File: config.mk
export PLATFORM = sky130hd
export DESIGN_NAME = fmpc_top
export DESIGN_NICKNAME = d
export VERILOG_FILES = /design/src/inc/fmpc_pkg.sv /design/src/verilog/fmpc_sync.sv /design/src/verilog/fmpc_top.sv
export VERILOG_INCLUDE_DIRS = /design/src /design/src/inc
export SDC_FILE = /design/constraint.sdc
export NUM_CORES = 1
export LEC_CHECK = 0
export BUFFER_PORTS_ARGS = -buffer_cell sky130_fd_sc_hd__buf_2
export CORE_MARGIN = 2
export CORE_UTILIZATION = 49
export DETAILED_ROUTE_END_ITERATION = 12
export PLACE_DENSITY = 0.68
export SETUP_SLACK_MARGIN = 0.15
export SLEW_MARGIN = 40
export SYNTH_ARGS = -nofsm -noshare
export SYNTH_HDL_FRONTEND = slang
export SYNTH_SLANG_ARGS = --single-unit
File: constraint.sdc
create_clock -name clk -period 2.9 [get_ports clk]
set_clock_uncertainty 0.15 [all_clocks]
set_input_delay 0.58 -clock clk [delete_from_list [all_inputs] [get_ports clk]]
set_output_delay 0.58 -clock clk [all_outputs]
set_load 0.05 [all_outputs]
File: src/inc/fmpc_regs.svh
// Purpose: Offsets, fields, reset values and counts of the field memory pointer control
// Assumes: Byte addresses on a 32-bit Avalon-MM slave
// Notes: Definitions only
`ifndef FMPC_REGS_SVH
`define FMPC_REGS_SVH

// Register byte offsets
`define FMPC_CTRL_OFS 5'h00
`define FMPC_RD_JUMP_OFS 5'h04
`define FMPC_WR_JUMP_OFS 5'h08
`define FMPC_RD_PTR_OFS 5'h0c
`define FMPC_WR_PTR_OFS 5'h10
`define FMPC_STATUS_OFS 5'h14

// Field positions
`define FMPC_CTRL_GEOM_BIT 0
`define FMPC_JUMP_DOT_LSB 0
`define FMPC_JUMP_LINE_LSB 16
`define FMPC_PTR_WIN_BIT 31
`define FMPC_ST_RD_SPACING 0
`define FMPC_ST_WR_SPACING 1
`define FMPC_ST_WR_PARTIAL 2
`define FMPC_ST_RD_BADJUMP 3
`define FMPC_ST_WR_BADJUMP 4
`define FMPC_ST_W1C_MASK 32'h0000001f

// Reset values
`define FMPC_CTRL_RST 32'h00000000
`define FMPC_JUMP_RST 32'h00000000

// Geometries: 324 lines x 1024 dots, 288 lines x 1152 dots
`define FMPC_GEOM0_LINES 9'h144
`define FMPC_GEOM0_DOTS 11'h400
`define FMPC_GEOM1_LINES 9'h120
`define FMPC_GEOM1_DOTS 11'h480

// Counts in port clock cycles
`define FMPC_RST_SPACING 8'h40
`define FMPC_PARTIAL_SPACING 8'ha0
`define FMPC_UNIT_WORDS 6'h20
`define FMPC_GAP_MAX 8'hff

`endif

File: src/inc/fmpc_pkg.sv
// Purpose: Types shared by the field memory pointer control
// Assumes: Nothing beyond the register header
// Notes: Operation decode of the port strobes lives here
package fmpc_pkg;

  // Bus slave states, one-hot
  typedef enum logic [1:0] {
    FMPC_BUS_IDLE = 2'b01,
    FMPC_BUS_ACK = 2'b10
  } fmpc_bus_e;

  // Pointer operations taken at a port clock rise
  typedef enum logic [3:0] {
    FMPC_OP_INC = 4'h0,
    FMPC_OP_LINE_INC = 4'h1,
    FMPC_OP_LINE_HOLD = 4'h2,
    FMPC_OP_ADDR_SET = 4'h3,
    FMPC_OP_JUMP = 4'h4,
    FMPC_OP_WIN_JUMP = 4'h5,
    FMPC_OP_RESET = 4'h6,
    FMPC_OP_WIN_RESET = 4'h7,
    FMPC_OP_CLEAR = 4'h8,
    FMPC_OP_NONE = 4'h9
  } fmpc_op_e;

  // Strobes are active low; window select low means window mode
  function automatic fmpc_op_e fmpc_decode(input logic rs_n, input logic as_n,
                                           input logic lrs_n, input logic wnd_n,
                                           input logic clr_n);
    fmpc_op_e op;
    op = FMPC_OP_NONE;
    if (!clr_n) begin
      op = FMPC_OP_CLEAR;
    end else if (!as_n) begin
      if (!lrs_n) op = FMPC_OP_NONE;
      else if (rs_n) op = FMPC_OP_ADDR_SET;
      else if (wnd_n) op = FMPC_OP_JUMP;
      else op = FMPC_OP_WIN_JUMP;
    end else if (!lrs_n) begin
      op = rs_n ? FMPC_OP_LINE_INC : FMPC_OP_LINE_HOLD;
    end else if (!rs_n) begin
      op = wnd_n ? FMPC_OP_RESET : FMPC_OP_WIN_RESET;
    end else begin
      op = FMPC_OP_INC;
    end
    return op;
  endfunction : fmpc_decode

  // Any system reset class operation, address setup included
  function automatic logic fmpc_is_sys(input fmpc_op_e op);
    return (op != FMPC_OP_INC) && (op != FMPC_OP_NONE);
  endfunction : fmpc_is_sys

endpackage : fmpc_pkg

File: src/verilog/fmpc_sync.sv
// Purpose: Two-flop synchroniser for the port pins
// Assumes: Pins are asynchronous to clk
// Notes: First stage feeds only the second stage
`timescale 1ns/1ps
`default_nettype none
module fmpc_sync #(
  parameter int W = 14
) (
  input wire logic clk,
  input wire logic rstn,
  input wire logic [W-1:0] din,
  output logic [W-1:0] dout
);

  // A bank without bits has nothing to carry
  if (W < 1) begin : g_bad_w
    $error("fmpc_sync needs W of at least 1");
  end

  // One synchroniser per pin bit
  for (genvar i = 0; i < W; i++) begin : g_bit
    logic meta_q;
    logic meta_d;
    logic sync_q;
    logic sync_d;
    always_comb begin
      meta_d = din[i];
      sync_d = meta_q;
    end
    always_ff @(posedge clk) begin
      if (!rstn) begin
        meta_q <= 1'b0;
        sync_q <= 1'b0;
      end else begin
        meta_q <= meta_d;
        sync_q <= sync_d;
      end
    end
    assign dout[i] = sync_q;
  end

endmodule : fmpc_sync
`default_nettype wire

File: src/verilog/fmpc_top.sv
// Purpose: Read and write address pointer control of a dual-port serial field memory
// Assumes: clk at 40 MHz, faster than both port clocks; pins pass fmpc_sync first
// Notes: Registers over Avalon-MM; answers one cycle after a request
`timescale 1ns/1ps
`default_nettype none
`include "fmpc_regs.svh"

//Contract
// - Truncating write reset commits words written so far only.
// - Short write commits its last address only on a following reset.
// - Gated read: first reset held, run at first clock after gate low.
// - Gated write: one reset held, run at first clock after gate low.
// - Spacing violation corrupts data only; pointers stay correct.
// - Window jump goes to the window's first point.
// - Window line increment goes to left edge, next line.
// - Window line hold goes to left edge, same line.
// - Window reset goes to the window origin.
// - Read and write scan independent windows.
// - Geometries 324x1024 and 288x1152 are supported.
// - Pointer advances each port clock, stops at line end.
module fmpc_top
  import fmpc_pkg::*;
(
  input wire logic clk,
  input wire logic rstn,
  input wire logic [4:0] address,
  input wire logic [3:0] byteenable,
  input wire logic read,
  input wire logic write,
  input wire logic [31:0] writedata,
  output logic [31:0] readdata,
  output logic waitrequest,
  input wire logic read_port_clock,
  input wire logic read_clock_gate,
  input wire logic read_reset_strobe_n,
  input wire logic read_addr_set_n,
  input wire logic read_line_strobe_n,
  input wire logic read_window_select_n,
  input wire logic read_clear_n,
  input wire logic write_port_clock,
  input wire logic write_clock_gate,
  input wire logic write_reset_strobe_n,
  input wire logic write_addr_set_n,
  input wire logic write_line_strobe_n,
  input wire logic write_window_select_n,
  input wire logic write_clear_n,
  output logic [8:0] read_line,
  output logic [10:0] read_dot,
  output logic read_window_on,
  output logic [8:0] write_line,
  output logic [10:0] write_dot,
  output logic write_window_on,
  output logic write_commit,
  output logic [5:0] write_commit_count,
  output logic [8:0] write_commit_line,
  output logic [10:0] write_commit_dot
);

  // Pins into the clk domain; port 0 is read, port 1 is write
  logic [13:0] pin_s;
  fmpc_sync #(.W(14)) u_sync (
    .clk(clk),
    .rstn(rstn),
    .din({write_clear_n, write_window_select_n, write_line_strobe_n, write_addr_set_n,
          write_reset_strobe_n, write_clock_gate, write_port_clock,
          read_clear_n, read_window_select_n, read_line_strobe_n, read_addr_set_n,
          read_reset_strobe_n, read_clock_gate, read_port_clock}),
    .dout(pin_s)
  );

  // Register file state
  logic [31:0] ctrl_q, ctrl_d;
  logic [31:0] jump_q [2];
  logic [31:0] jump_d [2];
  logic [31:0] status_q, status_d;
  fmpc_bus_e bus_q, bus_d;
  logic [31:0] rdata_q, rdata_d;

  // Geometry, shared by both ports
  logic [8:0] last_line;
  logic [10:0] last_dot;
  always_comb begin
    if (ctrl_q[`FMPC_CTRL_GEOM_BIT]) begin
      last_line = `FMPC_GEOM1_LINES - 9'h1;
      last_dot = `FMPC_GEOM1_DOTS - 11'h1;
    end else begin
      last_line = `FMPC_GEOM0_LINES - 9'h1;
      last_dot = `FMPC_GEOM0_DOTS - 11'h1;
    end
  end

  // Per-port views for the generate loop
  logic [8:0] line_q [2];
  logic [10:0] dot_q [2];
  logic win_q [2];
  logic [7:0] gap_q [2];
  logic exec [2];
  fmpc_op_e op_x [2];
  logic viol_sp [2];
  logic viol_bj [2];

  for (genvar p = 0; p < 2; p++) begin : g_port
    logic clk_s, gate_s, prev_q, prev_d, edge_s;
    fmpc_op_e op_in;
    logic [8:0] line_d, org_line_q, org_line_d, set_line_q, set_line_d;
    logic [10:0] dot_d, org_dot_q, org_dot_d, set_dot_q, set_dot_d;
    logic win_d, pend_q, pend_d;
    fmpc_op_e pend_op_q, pend_op_d;
    logic [7:0] gap_d;
    logic [8:0] jl;
    logic [10:0] jd;

    assign clk_s = pin_s[7*p];
    assign gate_s = pin_s[7*p+1];
    assign edge_s = clk_s & ~prev_q;
    assign op_in = fmpc_decode(pin_s[7*p+2], pin_s[7*p+3], pin_s[7*p+4],
                               pin_s[7*p+5], pin_s[7*p+6]);
    assign jl = jump_q[p][`FMPC_JUMP_LINE_LSB +: 9];
    assign jd = jump_q[p][`FMPC_JUMP_DOT_LSB +: 11];
    assign exec[p] = edge_s & ~gate_s;
    assign op_x[p] = pend_q ? pend_op_q : op_in;

    // Pointer, window and hold-off next state
    always_comb begin
      prev_d = clk_s;
      line_d = line_q[p];
      dot_d = dot_q[p];
      org_line_d = org_line_q;
      org_dot_d = org_dot_q;
      set_line_d = set_line_q;
      set_dot_d = set_dot_q;
      win_d = win_q[p];
      pend_d = pend_q;
      pend_op_d = pend_op_q;
      gap_d = (gap_q[p] == `FMPC_GAP_MAX) ? gap_q[p] : gap_q[p] + 8'h1;
      viol_sp[p] = 1'b0;
      viol_bj[p] = 1'b0;
      if (!edge_s) begin
        gap_d = gap_q[p];
      end else if (gate_s) begin
        gap_d = gap_q[p];
        if (!pend_q && fmpc_is_sys(op_in) && op_in != FMPC_OP_ADDR_SET) begin
          pend_d = 1'b1;
          pend_op_d = op_in;
        end
      end else begin
        pend_d = 1'b0;
        if (fmpc_is_sys(op_x[p])) begin
          gap_d = 8'h1;
          viol_sp[p] = gap_q[p] < `FMPC_RST_SPACING;
        end
        case (op_x[p])
          FMPC_OP_INC: begin
            if (dot_q[p] != last_dot) dot_d = dot_q[p] + 11'h1;
          end
          FMPC_OP_LINE_INC: begin
            if (line_q[p] != last_line) line_d = line_q[p] + 9'h1;
            dot_d = win_q[p] ? org_dot_q : 11'h0;
          end
          FMPC_OP_LINE_HOLD: begin
            dot_d = win_q[p] ? org_dot_q : 11'h0;
          end
          FMPC_OP_ADDR_SET: begin
            set_line_d = jl;
            set_dot_d = jd;
            // zero, line end and lines past the last flagged as targets, still loaded
            viol_bj[p] = (jl == 9'h0 && jd == 11'h0) || jd >= last_dot || jl > last_line;
          end
          FMPC_OP_JUMP: begin
            line_d = set_line_q;
            dot_d = set_dot_q;
            win_d = 1'b0;
          end
          FMPC_OP_WIN_JUMP: begin
            line_d = set_line_q;
            dot_d = set_dot_q;
            org_line_d = set_line_q;
            org_dot_d = set_dot_q;
            win_d = 1'b1;
            viol_bj[p] = (p == 0) && (set_dot_q != 11'h0);
          end
          FMPC_OP_WIN_RESET: begin
            line_d = org_line_q;
            dot_d = org_dot_q;
          end
          FMPC_OP_RESET, FMPC_OP_CLEAR: begin
            line_d = 9'h0;
            dot_d = 11'h0;
            win_d = 1'b0;
          end
          default: begin
            line_d = line_q[p];
          end
        endcase
      end
    end

    // Register the port state
    always_ff @(posedge clk) begin
      if (!rstn) begin
        prev_q <= 1'b0;
        line_q[p] <= 9'h0;
        dot_q[p] <= 11'h0;
        org_line_q <= 9'h0;
        org_dot_q <= 11'h0;
        set_line_q <= 9'h0;
        set_dot_q <= 11'h0;
        win_q[p] <= 1'b0;
        pend_q <= 1'b0;
        pend_op_q <= FMPC_OP_NONE;
        gap_q[p] <= `FMPC_GAP_MAX;
      end else begin
        prev_q <= prev_d;
        line_q[p] <= line_d;
        dot_q[p] <= dot_d;
        org_line_q <= org_line_d;
        org_dot_q <= org_dot_d;
        set_line_q <= set_line_d;
        set_dot_q <= set_dot_d;
        win_q[p] <= win_d;
        pend_q <= pend_d;
        pend_op_q <= pend_op_d;
        gap_q[p] <= gap_d;
      end
    end

  end

  logic [5:0] cnt_q, cnt_d;
  logic [8:0] base_line_q, base_line_d;
  logic [10:0] base_dot_q, base_dot_d;
  logic [7:0] pgap_q, pgap_d;
  logic cm_q, cm_d, viol_part;
  logic [5:0] cm_cnt_q, cm_cnt_d;
  logic [8:0] cm_line_q, cm_line_d;
  logic [10:0] cm_dot_q, cm_dot_d;
  always_comb begin
    cnt_d = cnt_q;
    base_line_d = base_line_q;
    base_dot_d = base_dot_q;
    pgap_d = pgap_q;
    cm_d = 1'b0;
    cm_cnt_d = cm_cnt_q;
    cm_line_d = cm_line_q;
    cm_dot_d = cm_dot_q;
    viol_part = 1'b0;
    if (exec[1]) begin
      if (pgap_q != `FMPC_GAP_MAX) pgap_d = pgap_q + 8'h1;
      if (op_x[1] == FMPC_OP_INC) begin
        if (cnt_q == 6'h0) begin
          base_line_d = line_q[1];
          base_dot_d = dot_q[1];
        end
        cnt_d = cnt_q + 6'h1;
        if (cnt_d == `FMPC_UNIT_WORDS) begin
          cm_d = 1'b1;
          cm_cnt_d = cnt_d;
          cm_line_d = (cnt_q == 6'h0) ? line_q[1] : base_line_q;
          cm_dot_d = (cnt_q == 6'h0) ? dot_q[1] : base_dot_q;
          cnt_d = 6'h0;
        end
      end else if (fmpc_is_sys(op_x[1]) && op_x[1] != FMPC_OP_ADDR_SET && cnt_q != 6'h0) begin
        cm_d = 1'b1;
        cm_cnt_d = cnt_q;
        cm_line_d = base_line_q;
        cm_dot_d = base_dot_q;
        cnt_d = 6'h0;
        viol_part = pgap_q < `FMPC_PARTIAL_SPACING;
        pgap_d = 8'h1;
      end
    end
  end

  always_ff @(posedge clk) begin
    if (!rstn) begin
      cnt_q <= 6'h0;
      base_line_q <= 9'h0;
      base_dot_q <= 11'h0;
      pgap_q <= `FMPC_GAP_MAX;
      cm_q <= 1'b0;
      cm_cnt_q <= 6'h0;
      cm_line_q <= 9'h0;
      cm_dot_q <= 11'h0;
    end else begin
      cnt_q <= cnt_d;
      base_line_q <= base_line_d;
      base_dot_q <= base_dot_d;
      pgap_q <= pgap_d;
      cm_q <= cm_d;
      cm_cnt_q <= cm_cnt_d;
      cm_line_q <= cm_line_d;
      cm_dot_q <= cm_dot_d;
    end
  end

  // Byte-lane merge of a register write
  function automatic logic [31:0] be_merge(input logic [31:0] old, input logic [31:0] nw,
                                           input logic [3:0] be);
    logic [31:0] r;
    r = old;
    for (int b = 0; b < 4; b++) begin
      if (be[b]) r[8*b +: 8] = nw[8*b +: 8];
    end
    return r;
  endfunction : be_merge

  // Bus slave: sample read data, then answer on the next cycle
  logic wr_go;
  logic [31:0] sets;
  assign wr_go = (bus_q == FMPC_BUS_ACK) && write;
  assign waitrequest = (read || write) && (bus_q == FMPC_BUS_IDLE);
  always_comb begin
    bus_d = bus_q;
    rdata_d = rdata_q;
    ctrl_d = ctrl_q;
    jump_d = jump_q;
    sets = 32'h0;
    sets[`FMPC_ST_RD_SPACING] = viol_sp[0];
    sets[`FMPC_ST_WR_SPACING] = viol_sp[1];
    sets[`FMPC_ST_WR_PARTIAL] = viol_part;
    sets[`FMPC_ST_RD_BADJUMP] = viol_bj[0];
    sets[`FMPC_ST_WR_BADJUMP] = viol_bj[1];
    status_d = status_q | sets;
    case (bus_q)
      FMPC_BUS_IDLE: begin
        if (read || write) begin
          bus_d = FMPC_BUS_ACK;
          case (address)
            `FMPC_CTRL_OFS: rdata_d = ctrl_q;
            `FMPC_RD_JUMP_OFS: rdata_d = jump_q[0];
            `FMPC_WR_JUMP_OFS: rdata_d = jump_q[1];
            `FMPC_RD_PTR_OFS: rdata_d = {win_q[0], 6'h0, line_q[0], 5'h0, dot_q[0]};
            `FMPC_WR_PTR_OFS: rdata_d = {win_q[1], 6'h0, line_q[1], 5'h0, dot_q[1]};
            `FMPC_STATUS_OFS: rdata_d = status_q;
            default: rdata_d = 32'h0;
          endcase
        end
      end
      FMPC_BUS_ACK: begin
        bus_d = FMPC_BUS_IDLE;
        if (wr_go) begin
          case (address)
            `FMPC_CTRL_OFS: ctrl_d = be_merge(ctrl_q, writedata, byteenable) & 32'h1;
            `FMPC_RD_JUMP_OFS: jump_d[0] = be_merge(jump_q[0], writedata, byteenable)
                                           & 32'h01ff07ff;
            `FMPC_WR_JUMP_OFS: jump_d[1] = be_merge(jump_q[1], writedata, byteenable)
                                           & 32'h01ff07ff;
            `FMPC_STATUS_OFS: status_d = (status_q & ~(be_merge(32'h0, writedata,
                                          byteenable) & `FMPC_ST_W1C_MASK)) | sets;
            default: ctrl_d = ctrl_q;
          endcase
        end
      end
      default: bus_d = FMPC_BUS_IDLE;
    endcase
  end

  always_ff @(posedge clk) begin
    if (!rstn) begin
      bus_q <= FMPC_BUS_IDLE;
      rdata_q <= 32'h0;
      ctrl_q <= `FMPC_CTRL_RST;
      jump_q[0] <= `FMPC_JUMP_RST;
      jump_q[1] <= `FMPC_JUMP_RST;
      status_q <= 32'h0;
    end else begin
      bus_q <= bus_d;
      rdata_q <= rdata_d;
      ctrl_q <= ctrl_d;
      jump_q <= jump_d;
      status_q <= status_d;
    end
  end

  // Outputs straight from flops
  assign readdata = rdata_q;
  assign read_line = line_q[0];
  assign read_dot = dot_q[0];
  assign read_window_on = win_q[0];
  assign write_line = line_q[1];
  assign write_dot = dot_q[1];
  assign write_window_on = win_q[1];
  assign write_commit = cm_q;
  assign write_commit_count = cm_cnt_q;
  assign write_commit_line = cm_line_q;
  assign write_commit_dot = cm_dot_q;
endmodule : fmpc_top
`default_nettype wire

==> impl_results.md, run 1 <==
* CP cell instances: mux2i_1, a31o_2, nand4_4, or3_4, o21ai_4, a21oi_1, a211oi_2
* Die Wd at 177.8 µm
* Crit path buffers/inverters at 0
* Clk_lat worst skew at 510 ps
* Worst Setup Start Kind: flop
* R2R setup slack at 250 ps
* Clk sink count at 308
* Worst path slowest cell: dfxtp_2
* Crit share post-route at 91.22%
* Vias per cell at 5.940
* Max-slew violations at 0
* CP arrival at 2930 ps
* Multi-input gate area at 7994 µm²
* Pin count of the biggest net entering global routing at 108
* Final setup TNS at 0 ps
* Grt ovf at 0
* Number of global-route vias before repair at 12319
* Hold-fix buffers at CTS at 0
* Ys Warns at 0
* CP Capture Type: flop
* Initial DRC count at 1162
* Height of the die at 177.8 µm
* Setup ws final at 254.8 ps
* CP delay by family, top: compound AO/OA/AOI/OAI gates
* Layout area overhead at 16.69%
* Async SR Flop Fraction at 0%
* Clock root buffer: clkbuf_16
* Xor/xnor share of the synthesized area at 0.8281%
* Least-Margin Pin Slew at 743.9 ps
* Vias at 13436
* Max H-tree Level at 2
* Hold Vio Cnt, Final at 0
* Layout fillers at 2617
* Placement Cell Area at 16000 µm²
* Hold path startpoint: read_clear_n
* Largest family of logic cells by synthesized area: compound AO/OA/AOI/OAI gates
* Clk slew on worst S/H paths at 60 ps
* Worst-path maximum fanout at 27
* Minimum clock period at 2645 ps
* Lkg Pwr at 6.921 nW
* Avg Synthesized Cell Area at 8.569 µm²
* Initial Utilization at 49.83%
* Hold Crit Depth at 2
* F_max at 378.0 MHz
* Hold Path End: u_sync.g_bit[6].meta_q$_SDFF_PN0_
* DRT Pass-1 Iters at 6
* Max incr delay on CP at 450 ps
* Syn Std Cell Area at 14810 µm²
* Synth unique cells at 94
* Placement Setup Slack at 173.7 ps
* Critical path type: reg2reg
* Antenna violations before repair at 0
* IO Pins at 161
* Cts bufs inserted at 35
* Final count of negative-setup-slack endpoints at 0
* Synth Instances at 1728
* Area fraction in compound gates after synthesis at 22.18%
* Worst VDD drop at 0.4989 mV
* Crit Reg-Reg Endpoint: write_commit_dot[6]$_SDFFE_PN0P_
* Die footprint at 31630 µm²
* Synthesized-area fraction occupied by adder cells at 2.112%
* Status: finished clean
* Mux cell area share after synthesis at 8.373%
* Routed WL per cell at 18.14 µm
* I/O Buffers at 137
* Power Dens Cells at 555.4 nW/µm²
* R2r worst-path depth at 7
* Simple-gate share of the synthesized area at 19.79%
* Max_cap viols at 0
* Register bit total from synthesis at 308
* DRT antenna net count at 0
* Hold Path Class: in2reg
* CTS tree: built
* Ys flop type: dfxtp_1
* Routed WL at 41.04 mm
* Post-synth EDFFs at 1
* R2r startpoint: g_port[1].pend_q$_SDFFE_PN0P_
* First-pass GRT wire length at 65.49 mm
* Layout cell share with drive strength beyond 1 at 18.22%
* Register area at 6178 µm²
* Headroom to the max-slew limit at 50.22%
* Cell Rows at 63
* RSZ-0062 raised after global routing: yes
* Antenna cells at 0
* Design Area, Final at 17280 µm²
* Routability-driven placement congestion ratio at 0.9388
* Fin nets at 1930
* DRC at 0
* Req. time, crit path at 3180 ps
* Global Route Usage Sum at 25.41%
* Post-synthesis sequential area ratio at 41.71%
* Clock tree buffer depth at 3
* Detail Placement HPWL at 28.56 mm
* Core area at 29720 µm²
==> placed cells by master, fill, tap and decap left out, types with 15 or more instances in the layout <==
cell type  Yosys  final
dfxtp_1      307    305
nand2_1      225    224
a21oi_1      177    176
nor2_1       174    174
buf_2         15    136
mux2i_1      111    111
buf_4         16     64
o21ai_0       51     50
nand3_1       49     49
and2_1        37     37
clkbuf_16      0     37
a222oi_1      27     27
inv_1         26     25
ha_1          25     25
nor4_1        24     23
nor3_1        25     23
a221oi_1      20     20
a31oi_1       20     19
a211oi_2      19     19
and3_1        17     17
o211ai_1      15     15
nand4_1       15     15
a211oi_1      15     15
==> routing by layer <==
metal  track usage, %  routed length (µm)  vias to the layer above
li1                 -                   -                     6513
met1            34.92               18460                     6337
met2            41.25               18760                      520
met3            3.556                2752                       66
met4            7.889                1062                        0
met5                0                   0                        -
==> cell families (layout without fill, tap and decap cells) <==
kind of cell               after synthesis  after routing
muxes                                  121            121
adders and majority gates               25             25
AOI/OAI and AO/OA                      470            470
buffers and inverters                  161            295
and+or+nand+nor                        628            628
DFF                                    308            308
xor gates and xnor gates                14             14
other                                    1             11
==> power by group <==
group / leakage, nW / total, W / switching [W] / internal [W]
combinational: 3.83 / 0.000597 / 0.000410 / 0.000187
sequential: 2.49 / 0.00433 / 0.0000487 / 0.00428
clock: 0.600 / 0.00467 / 0.00178 / 0.00289
total: 6.92 / 0.00960 / 0.00224 / 0.00736
==> per-stage QoR <==
step | hold slack, ps | cells | total power [W] | utilization (%)
floorplan | 261.9 | 1738 | 0.004829 | -
finish | 126.7 | 2262 | 0.009597 | 58.14
CTS | 111.8 | 2261 | 0.009665 | 58.00
global placement | 264.1 | 2198 | 0.004996 | 53.83
global route | 121.8 | 2262 | 0.009913 | 58.14
detailed placement | 266.9 | 2198 | 0.005008 | 53.85
==> repair_timing <==
action                                  in CTS  in global routing
endpoints found under the setup margin       0                 96
buffers inserted                             0                  1
resized for setup                            0                 12
==> flip-flops by register name, indices dropped and copies added (netlist names), 5 cells and up <==
signal               flops
status_q                 5
g_port.org_dot_q        22
u_sync.g_bit.sync_q     14
cnt_q                    6
g_port.set_line_q       18
pgap_q                   8
gap_q                   16
base_dot_q              11
g_port.jl               18
write_commit_count       6
readdata                21
g_port.jd               22
g_port.set_dot_q        22
g_port.pend_op_q         8
line_q                  18
u_sync.g_bit.meta_q     14
write_commit_line        9
write_commit_dot        11
g_port.org_line_q       18
dot_q                   22
base_line_q              9
==> layout make-up <==
type | count | area share [%]
multi-input cells | 1269 | 46.26
clock buffers | 50 | 6.104
clock inverters | 13 | 1.043
well taps | 390 | 2.824
inverters | 26 | 0.5938
flip-flops and latches | 308 | 35.76
repair buffers | 206 | 7.415
==> worst max path at each step <==
stage	startpoint	endpoint	slack, ps	cells past startpoint
after floorplan	ctrl_q[0]$_SDFFE_PN0P_	status_q[3]$_SDFF_PN0_	370	10
after global placement	g_port[1].pend_q$_SDFFE_PN0P_	dot_q[1][1]$_SDFFE_PN0P_	190	8
after detailed placement	g_port[1].pend_q$_SDFFE_PN0P_	dot_q[1][7]$_SDFFE_PN0P_	170	8
after CTS	g_port[1].pend_q$_SDFFE_PN0P_	dot_q[1][7]$_SDFFE_PN0P_	170	8
after global routing	g_port[1].pend_q$_SDFFE_PN0P_	write_commit_line[1]$_SDFFE_PN0P_	80	7
final	g_port[1].pend_q$_SDFFE_PN0P_	write_commit_dot[6]$_SDFFE_PN0P_	250	7
==> cells in the mapped netlist (5+ instances only) <==
| library cell | n | area, µm² |
|---|---|---|
| xor2_1 | 6 | 52.55 |
| nor3_1 | 25 | 125.1 |
| buf_2 | 15 | 75.07 |
| a31oi_1 | 20 | 125.1 |
| ha_1 | 25 | 312.8 |
| nand4_1 | 15 | 93.84 |
| a21o_1 | 7 | 52.55 |
| a222oi_1 | 27 | 270.3 |
| a21oi_1 | 177 | 885.9 |
| a32o_1 | 7 | 70.07 |
| nand2b_1 | 9 | 56.30 |
| a211oi_1 | 15 | 112.6 |
| and4_1 | 7 | 61.31 |
| nor2_1 | 174 | 653.1 |
| nor4_1 | 24 | 150.1 |
| nand3_1 | 49 | 245.2 |
| buf_4 | 16 | 120.1 |
| a221o_1 | 9 | 90.09 |
| o211ai_1 | 15 | 112.6 |
| o221ai_1 | 5 | 43.79 |
| nor3b_1 | 8 | 60.06 |
| buf_6 | 7 | 78.83 |
| a211oi_2 | 19 | 237.7 |
| a22oi_1 | 12 | 90.09 |
| o31a_1 | 5 | 43.79 |
| nand2_1 | 225 | 844.6 |
| a221oi_1 | 20 | 175.2 |
| mux2i_1 | 111 | 1111 |
| nor2b_1 | 10 | 62.56 |
| o21ai_0 | 51 | 255.2 |
| o32ai_1 | 6 | 52.55 |
| nand3b_1 | 5 | 37.54 |
| and2_1 | 37 | 231.5 |
| xnor2_1 | 8 | 70.07 |
| o21a_1 | 7 | 52.55 |
| and3_1 | 17 | 106.4 |
| mux2_2 | 7 | 78.83 |
| a21boi_0 | 6 | 45.04 |
| o22ai_1 | 10 | 62.56 |
| dfxtp_1 | 307 | 6146 |
| o311ai_0 | 5 | 43.79 |
| inv_1 | 26 | 97.59 |
| clkbuf_1 | 94 | 352.8 |
(Power assumes the default switching activity.)
==> run 2: changes to the inputs <==
--- a/config.mk
+++ b/config.mk
@@ -9,7 +9,6 @@
 export BUFFER_PORTS_ARGS = -buffer_cell sky130_fd_sc_hd__buf_2
 export CORE_MARGIN = 2
-export CORE_UTILIZATION = 49
+export CORE_UTILIZATION = 40
 export DETAILED_ROUTE_END_ITERATION = 12
-export PLACE_DENSITY = 0.68
 export SETUP_SLACK_MARGIN = 0.15
 export SLEW_MARGIN = 40
--- a/constraint.sdc
+++ b/constraint.sdc
@@ -3,3 +3,3 @@
 set_input_delay 0.58 -clock clk [delete_from_list [all_inputs] [get_ports clk]]
 set_output_delay 0.58 -clock clk [all_outputs]
-set_load 0.05 [all_outputs]
+set_load 0.005 [all_outputs]
==> run 2 against run 1 <==
Critical path depth grew 1. Routed wire length grew 4.8%. First-iteration DRC count shrank 11%. Sequential cell count is the same. Non-clock buffer count shrank 3. Utilization shrank 11 points. Critical path type unchanged.
==> impl_results.md, run 2 (synthesis gave the netlist of run 1 again) <==
* Max H-tree Level at 2 (unchanged)
* Placement Setup Slack at 193.3 ps (+19.64 ps)
* Core area at 36520 µm² (+23%)
* Cell depth of the worst setup path at 8 (+1)
* Finished Layout Cells at 2334 (+3.2%)
* Grt ovf at 0 (unchanged)
* Clk_lat worst skew at 530 ps (+20 ps)
* Detail Placement HPWL at 29.75 mm (+4.2%)
* Commonest non-fill, non-tap cells in the layout: dfxtp_1 (303), nand2_1 (224), a21oi_1 (176), nor2_1 (174), buf_2 (136)
* R2r worst-path depth at 8 (+1)
* Max incr delay on CP at 490 ps (+40 ps)
* Layout fillers at 3524 (+35%)
* Vias at 13388 (-0.36%)
* Die Wd at 196.4 µm (+10%)
* Routed WL per cell at 18.43 µm (+1.6%)
* M1 GR Usage at 30.05% (-4.9 points)
* WHS at 107.0 ps (-19.71 ps)
* Met2 usage at 35.21% (-6.0 points)
* CTS tree: built
* Antenna violations before repair at 0 (unchanged)
* Vias per cell at 5.736 (-3.4%)
* Hold Crit Depth at 2 (unchanged)
* Req. time, crit path at 3150 ps (-30 ps)
* Clk slew on worst S/H paths at 60 ps (about the same)
* CP delay by family, top: compound AO/OA/AOI/OAI gates
* Routability-driven placement congestion ratio at 0.8893 (-5.3%)
* Die footprint at 38570 µm² (+22%)
* Routed WL at 43.01 mm (+4.8%)
* DRT antenna net count at 0 (unchanged)
* Setup ws final at 294.9 ps (+40.15 ps)
* First-pass GRT wire length at 68.21 mm (+4.1%)
* Layout area overhead at 17.04%
* Cts bufs inserted at 35 (unchanged)
* Fin nets at 1928 (-0.10%)
* Clk sink count at 308 (unchanged)
* Layout cell share with drive strength beyond 1 at 18.11% (-0.10 points)
* Worst Setup Start Kind: flop
* Worst path slowest cell: dfxtp_1
* Final setup TNS at 0 ps (unchanged)
* Initial DRC count at 1035 (-11%)
* CP cell instances: xnor2_1, a221oi_4, nor2_2, o21bai_4, or2_1, buf_4, nand3_1, a2bb2oi_1
* Hold Vio Cnt, Final at 0 (unchanged)
* Busiest grt layer: met2
* Minimum clock period at 2605 ps (-40.15 ps)
* Clock tree buffer depth at 3 (unchanged)
* Crit path buffers/inverters at 1 (+1)
* F_max at 383.9 MHz (+1.5%)
* Global Route Usage Sum at 21.79% (-3.6 points)
* Hold Path Class: in2reg
* CP arrival at 2850 ps (-80 ps)
* Hold-fix buffers at CTS at 0 (unchanged)
* IO Pins at 161 (unchanged)
* Power Dens Cells at 539.3 nW/µm² (-2.9%)
* Lkg Pwr at 6.897 nW (-0.35%)
* Height of the die at 196.4 µm (+10%)
* Crit share post-route at 89.83% (-1.4 points)
* Clock root buffer: clkbuf_16
* Pin count of the biggest net entering global routing at 108 (unchanged)
* I/O Buffers at 137 (unchanged)
* Initial Utilization at 40.54% (-9.3 points)
* Critical path type: reg2reg
* Design Area, Final at 17330 µm² (+0.30%)
* Worst VDD drop at 0.4094 mV (-18%)
* Cell Rows at 70 (+11%)
* Final count of negative-setup-slack endpoints at 0 (unchanged)
* Max-slew violations at 0 (unchanged)
* Number of global-route vias before repair at 12462 (+1.2%)
* Post-Place Cells at 2270 (+3.3%)
* RSZ-0062 raised after global routing: no
* Max_cap viols at 0 (unchanged)
* Headroom to the max-slew limit at 49.67% (-0.54 points)
* Status: finished clean
* Least-Margin Pin Slew at 754.9 ps (+10.99 ps)
* M3 GR Usage at 2.926% (-0.63 points)
* DRC at 0 (unchanged)
* Most common cell after layout, fill and taps aside: dfxtp_1
* CP Capture Type: flop
* Antenna cells at 0 (unchanged)
* Placement Cell Area at 16060 µm² (+0.36%)
* Worst-path maximum fanout at 9 (-67%)
* DRT Pass-1 Iters at 9 (+3)
-- run 2: final timing paths --
check	startpoint	endpoint	slack [ps]
setup / recovery	u_sync.g_bit[9].sync_q$_SDFF_PN0_	pgap_q[0]$_SDFFE_PN1P_	290
hold / removal	write_clock_gate	u_sync.g_bit[8].meta_q$_SDFF_PN0_	110
setup reg to reg	u_sync.g_bit[9].sync_q$_SDFF_PN0_	pgap_q[0]$_SDFFE_PN1P_	290
hold reg to reg	u_sync.g_bit[3].meta_q$_SDFF_PN0_	u_sync.g_bit[3].sync_q$_SDFF_PN0_	270
-- run 2: cell type report --
cell class / count / area (µm²) / share of cell area, %
clock buffers: 48 / 1016 / 5.862
well taps: 468 / 585.6 / 3.379
clock inverters: 11 / 148.9 / 0.8591
inverters: 26 / 102.6 / 0.5920
multi-input cells: 1270 / 8039 / 46.38
repair buffers: 203 / 1259 / 7.263
flip-flops and latches: 308 / 6181 / 35.66
-- run 2: timing repair --
item,4_1_cts,5_1_grt
setup buffers,0,4
gates resized for setup,0,17
setup endpoints to repair,0,95
-- run 2: per-stage QoR --
| step | util (%) | total power, W |
|---|---|---|
| 4_1_cts | 47.16 | 0.009454 |
| 2_1_floorplan | - | 0.004761 |
| 5_1_grt | 47.45 | 0.009684 |
| 3_5_place_dp | 43.97 | 0.004943 |
| 6_report | 47.45 | 0.009346 |
| 3_3_place_gp | 43.95 | 0.004933 |
-- run 2: per-layer routing --
metal	vias up	wire, µm
li1	6508	-
met1	6391	19790
met2	413	19790
met3	76	2236
met4	0	1196
met5	-	0
-- run 2: power by group --
part,internal (W),switching (W)
logic,0.000187,0.000343
registers,0.00428,0.0000520
clock network,0.00272,0.00177
==> run 3: changes to the inputs <==
Settings changed: MAX_ROUTING_LAYER from default to met4.
==> run 3 against run 2 <==
Setup slack improved by 15 ps. Via count decreased by 0.87%. Non-clock buffer count decreased by 1. Critical path type unchanged. Largest cell class unchanged.
==> impl_results.md, run 3 (synthesis gave the netlist of run 1 again) <==
* Status: finished clean
* Req. time, crit path at 3170 ps (+20 ps)
* WHS at 121.2 ps (+14.15 ps)
* Critical path type: reg2reg
* Post-Place Cells at 2272 (+0.088%)
* Core area at 36520 µm² (unchanged)
* DRC at 0 (unchanged)
* Clock root buffer: clkbuf_16
* Power Dens Cells at 530.1 nW/µm² (-1.7%)
* First-pass GRT wire length at 67.40 mm (-1.2%)
* Routability-driven placement congestion ratio at 0.9110 (+2.4%)
* Layout cell share with drive strength beyond 1 at 17.60% (-0.52 points)
* CTS tree: built
* Max-slew violations at 0 (unchanged)
* Hold Vio Cnt, Final at 0 (unchanged)
* Initial Utilization at 40.54% (unchanged)
* Final setup TNS at 0 ps (unchanged)
* Total power at 0.009149 W (-2.1%)
* Detail Placement HPWL at 29.80 mm (+0.16%)
* CP arrival at 2860 ps (about the same)
* Final count of negative-setup-slack endpoints at 0 (unchanged)
* Number of global-route vias before repair at 12325 (-1.1%)
* CP Capture Type: flop
* Headroom to the max-slew limit at 50.16% (+0.49 points)
* IO Pins at 161 (unchanged)
* Antenna violations before repair at 0 (unchanged)
* Hold Path Class: in2reg
* Clock tree buffer depth at 3 (unchanged)
* Worst Setup Start Kind: flop
* Finished Layout Cells at 2332 (-0.086%)
* Clk_lat worst skew at 510 ps (-20 ps)
* Cts bufs inserted at 35 (unchanged)
* I/O Buffers at 137 (unchanged)
* Die Wd at 196.4 µm (unchanged)
* R2R setup slack at 310 ps (+20 ps)
* F_max at 386.1 MHz (+0.58%)
* Crit share post-route at 89.31% (-0.52 points)
* Lkg Pwr at 6.849 nW (-0.70%)
* Pin count of the biggest net entering global routing at 108 (unchanged)
* Global Route Usage Sum at 22.08% (+0.29 points)
* Hold-fix buffers at CTS at 0 (unchanged)
* Max_cap viols at 0 (unchanged)
* Clk sink count at 308 (unchanged)
* DRT Pass-1 Iters at 10 (+1)
* Routed WL at 42.46 mm (-1.3%)
* Most common cell after layout, fill and taps aside: dfxtp_1
* Grt ovf at 0 (unchanged)
* Initial DRC count at 929 (-10%)
* RSZ-0062 raised after global routing: yes
* Minimum clock period at 2590 ps (-15.08 ps)
* Layout area overhead at 16.54%
* Max H-tree Level at 2 (unchanged)
* DRT antenna net count at 0 (unchanged)
* Vias at 13271 (-0.87%)
* Worst-path maximum fanout at 11 (+2)
* Commonest non-fill, non-tap cells in the layout: dfxtp_1 (304), nand2_1 (225), a21oi_1 (177), nor2_1 (174), buf_2 (136)
* Vias per cell at 5.691 (-0.79%)
* Worst VDD drop at 0.3041 mV (-26%)
* Cell Rows at 70 (unchanged)
* Fin util at 47.25% (-0.20 points)
* Clk slew on worst S/H paths at 60 ps (about the same)
* Fin nets at 1927 (-0.052%)
* Least-Margin Pin Slew at 747.6 ps (-7.343 ps)
* Height of the die at 196.4 µm (unchanged)
* Die footprint at 38570 µm² (unchanged)
* Antenna cells at 0 (unchanged)
* Routed WL per cell at 18.21 µm (-1.2%)
[run 3: path summary, 6_finish.rpt]
check	start	end	cells past startpoint
setup reg to reg	u_sync.g_bit[9].sync_q$_SDFF_PN0_	dot_q[1][0]$_SDFFE_PN0P_	7
setup / recovery	u_sync.g_bit[9].sync_q$_SDFF_PN0_	dot_q[1][0]$_SDFFE_PN0P_	7
hold reg to reg	u_sync.g_bit[2].meta_q$_SDFF_PN0_	u_sync.g_bit[2].sync_q$_SDFF_PN0_	1
hold / removal	write_window_select_n	u_sync.g_bit[12].meta_q$_SDFF_PN0_	2
[run 3: repair_timing]
action | 4_1_cts | 5_1_grt
gates resized for setup | 0 | 16
endpoints found under the setup margin | 0 | 75
setup buffers | 0 | 1
[run 3: final cells by class]
cell class                      count  area [µm²]
Fill cell                        3517       19260
Multi-Input combinational cell   1270        8039
Sequential cell                   308        6180
Timing Repair Buffer              202        1264
Clock buffer                       51       996.0
Tap cell                          468       585.6
Inverter                           26       102.6
Clock inverter                      7       91.34
[run 3: per-stage QoR]
stage	setup slack (ps)	instance area, µm²
after detailed placement	195.1	16080
after global routing	120.8	17260
after floorplan	370.0	14850
final	310.0	17260
after CTS	151.4	17170
after global placement	234.3	16080
[run 3: critical path: stages, from the launching register on]
cell,delay (ps)
dfxtp_1,510
and4bb_1,320
a21o_2,310
a211o_1,290
a2111oi_2,330
buf_4,260
a221oi_1,100
a211oi_1,230
[run 3: metal layers]
metal  up-vias  share of wire [%]  GRT usage (%)
li1       6507                  -              -
met1      6352                 47          29.80
met2       339                 46          35.24
met3        73                4.7          2.413
met4         0                2.5          6.004
met5         -                  0              -
[run 3: power breakdown]
part / leakage, nW / switching [W] / internal, W
combinational: 3.82 / 0.000344 / 0.000185
sequential: 2.49 / 0.0000494 / 0.00428
clock: 0.531 / 0.00174 / 0.00255
total: 6.85 / 0.00213 / 0.00702
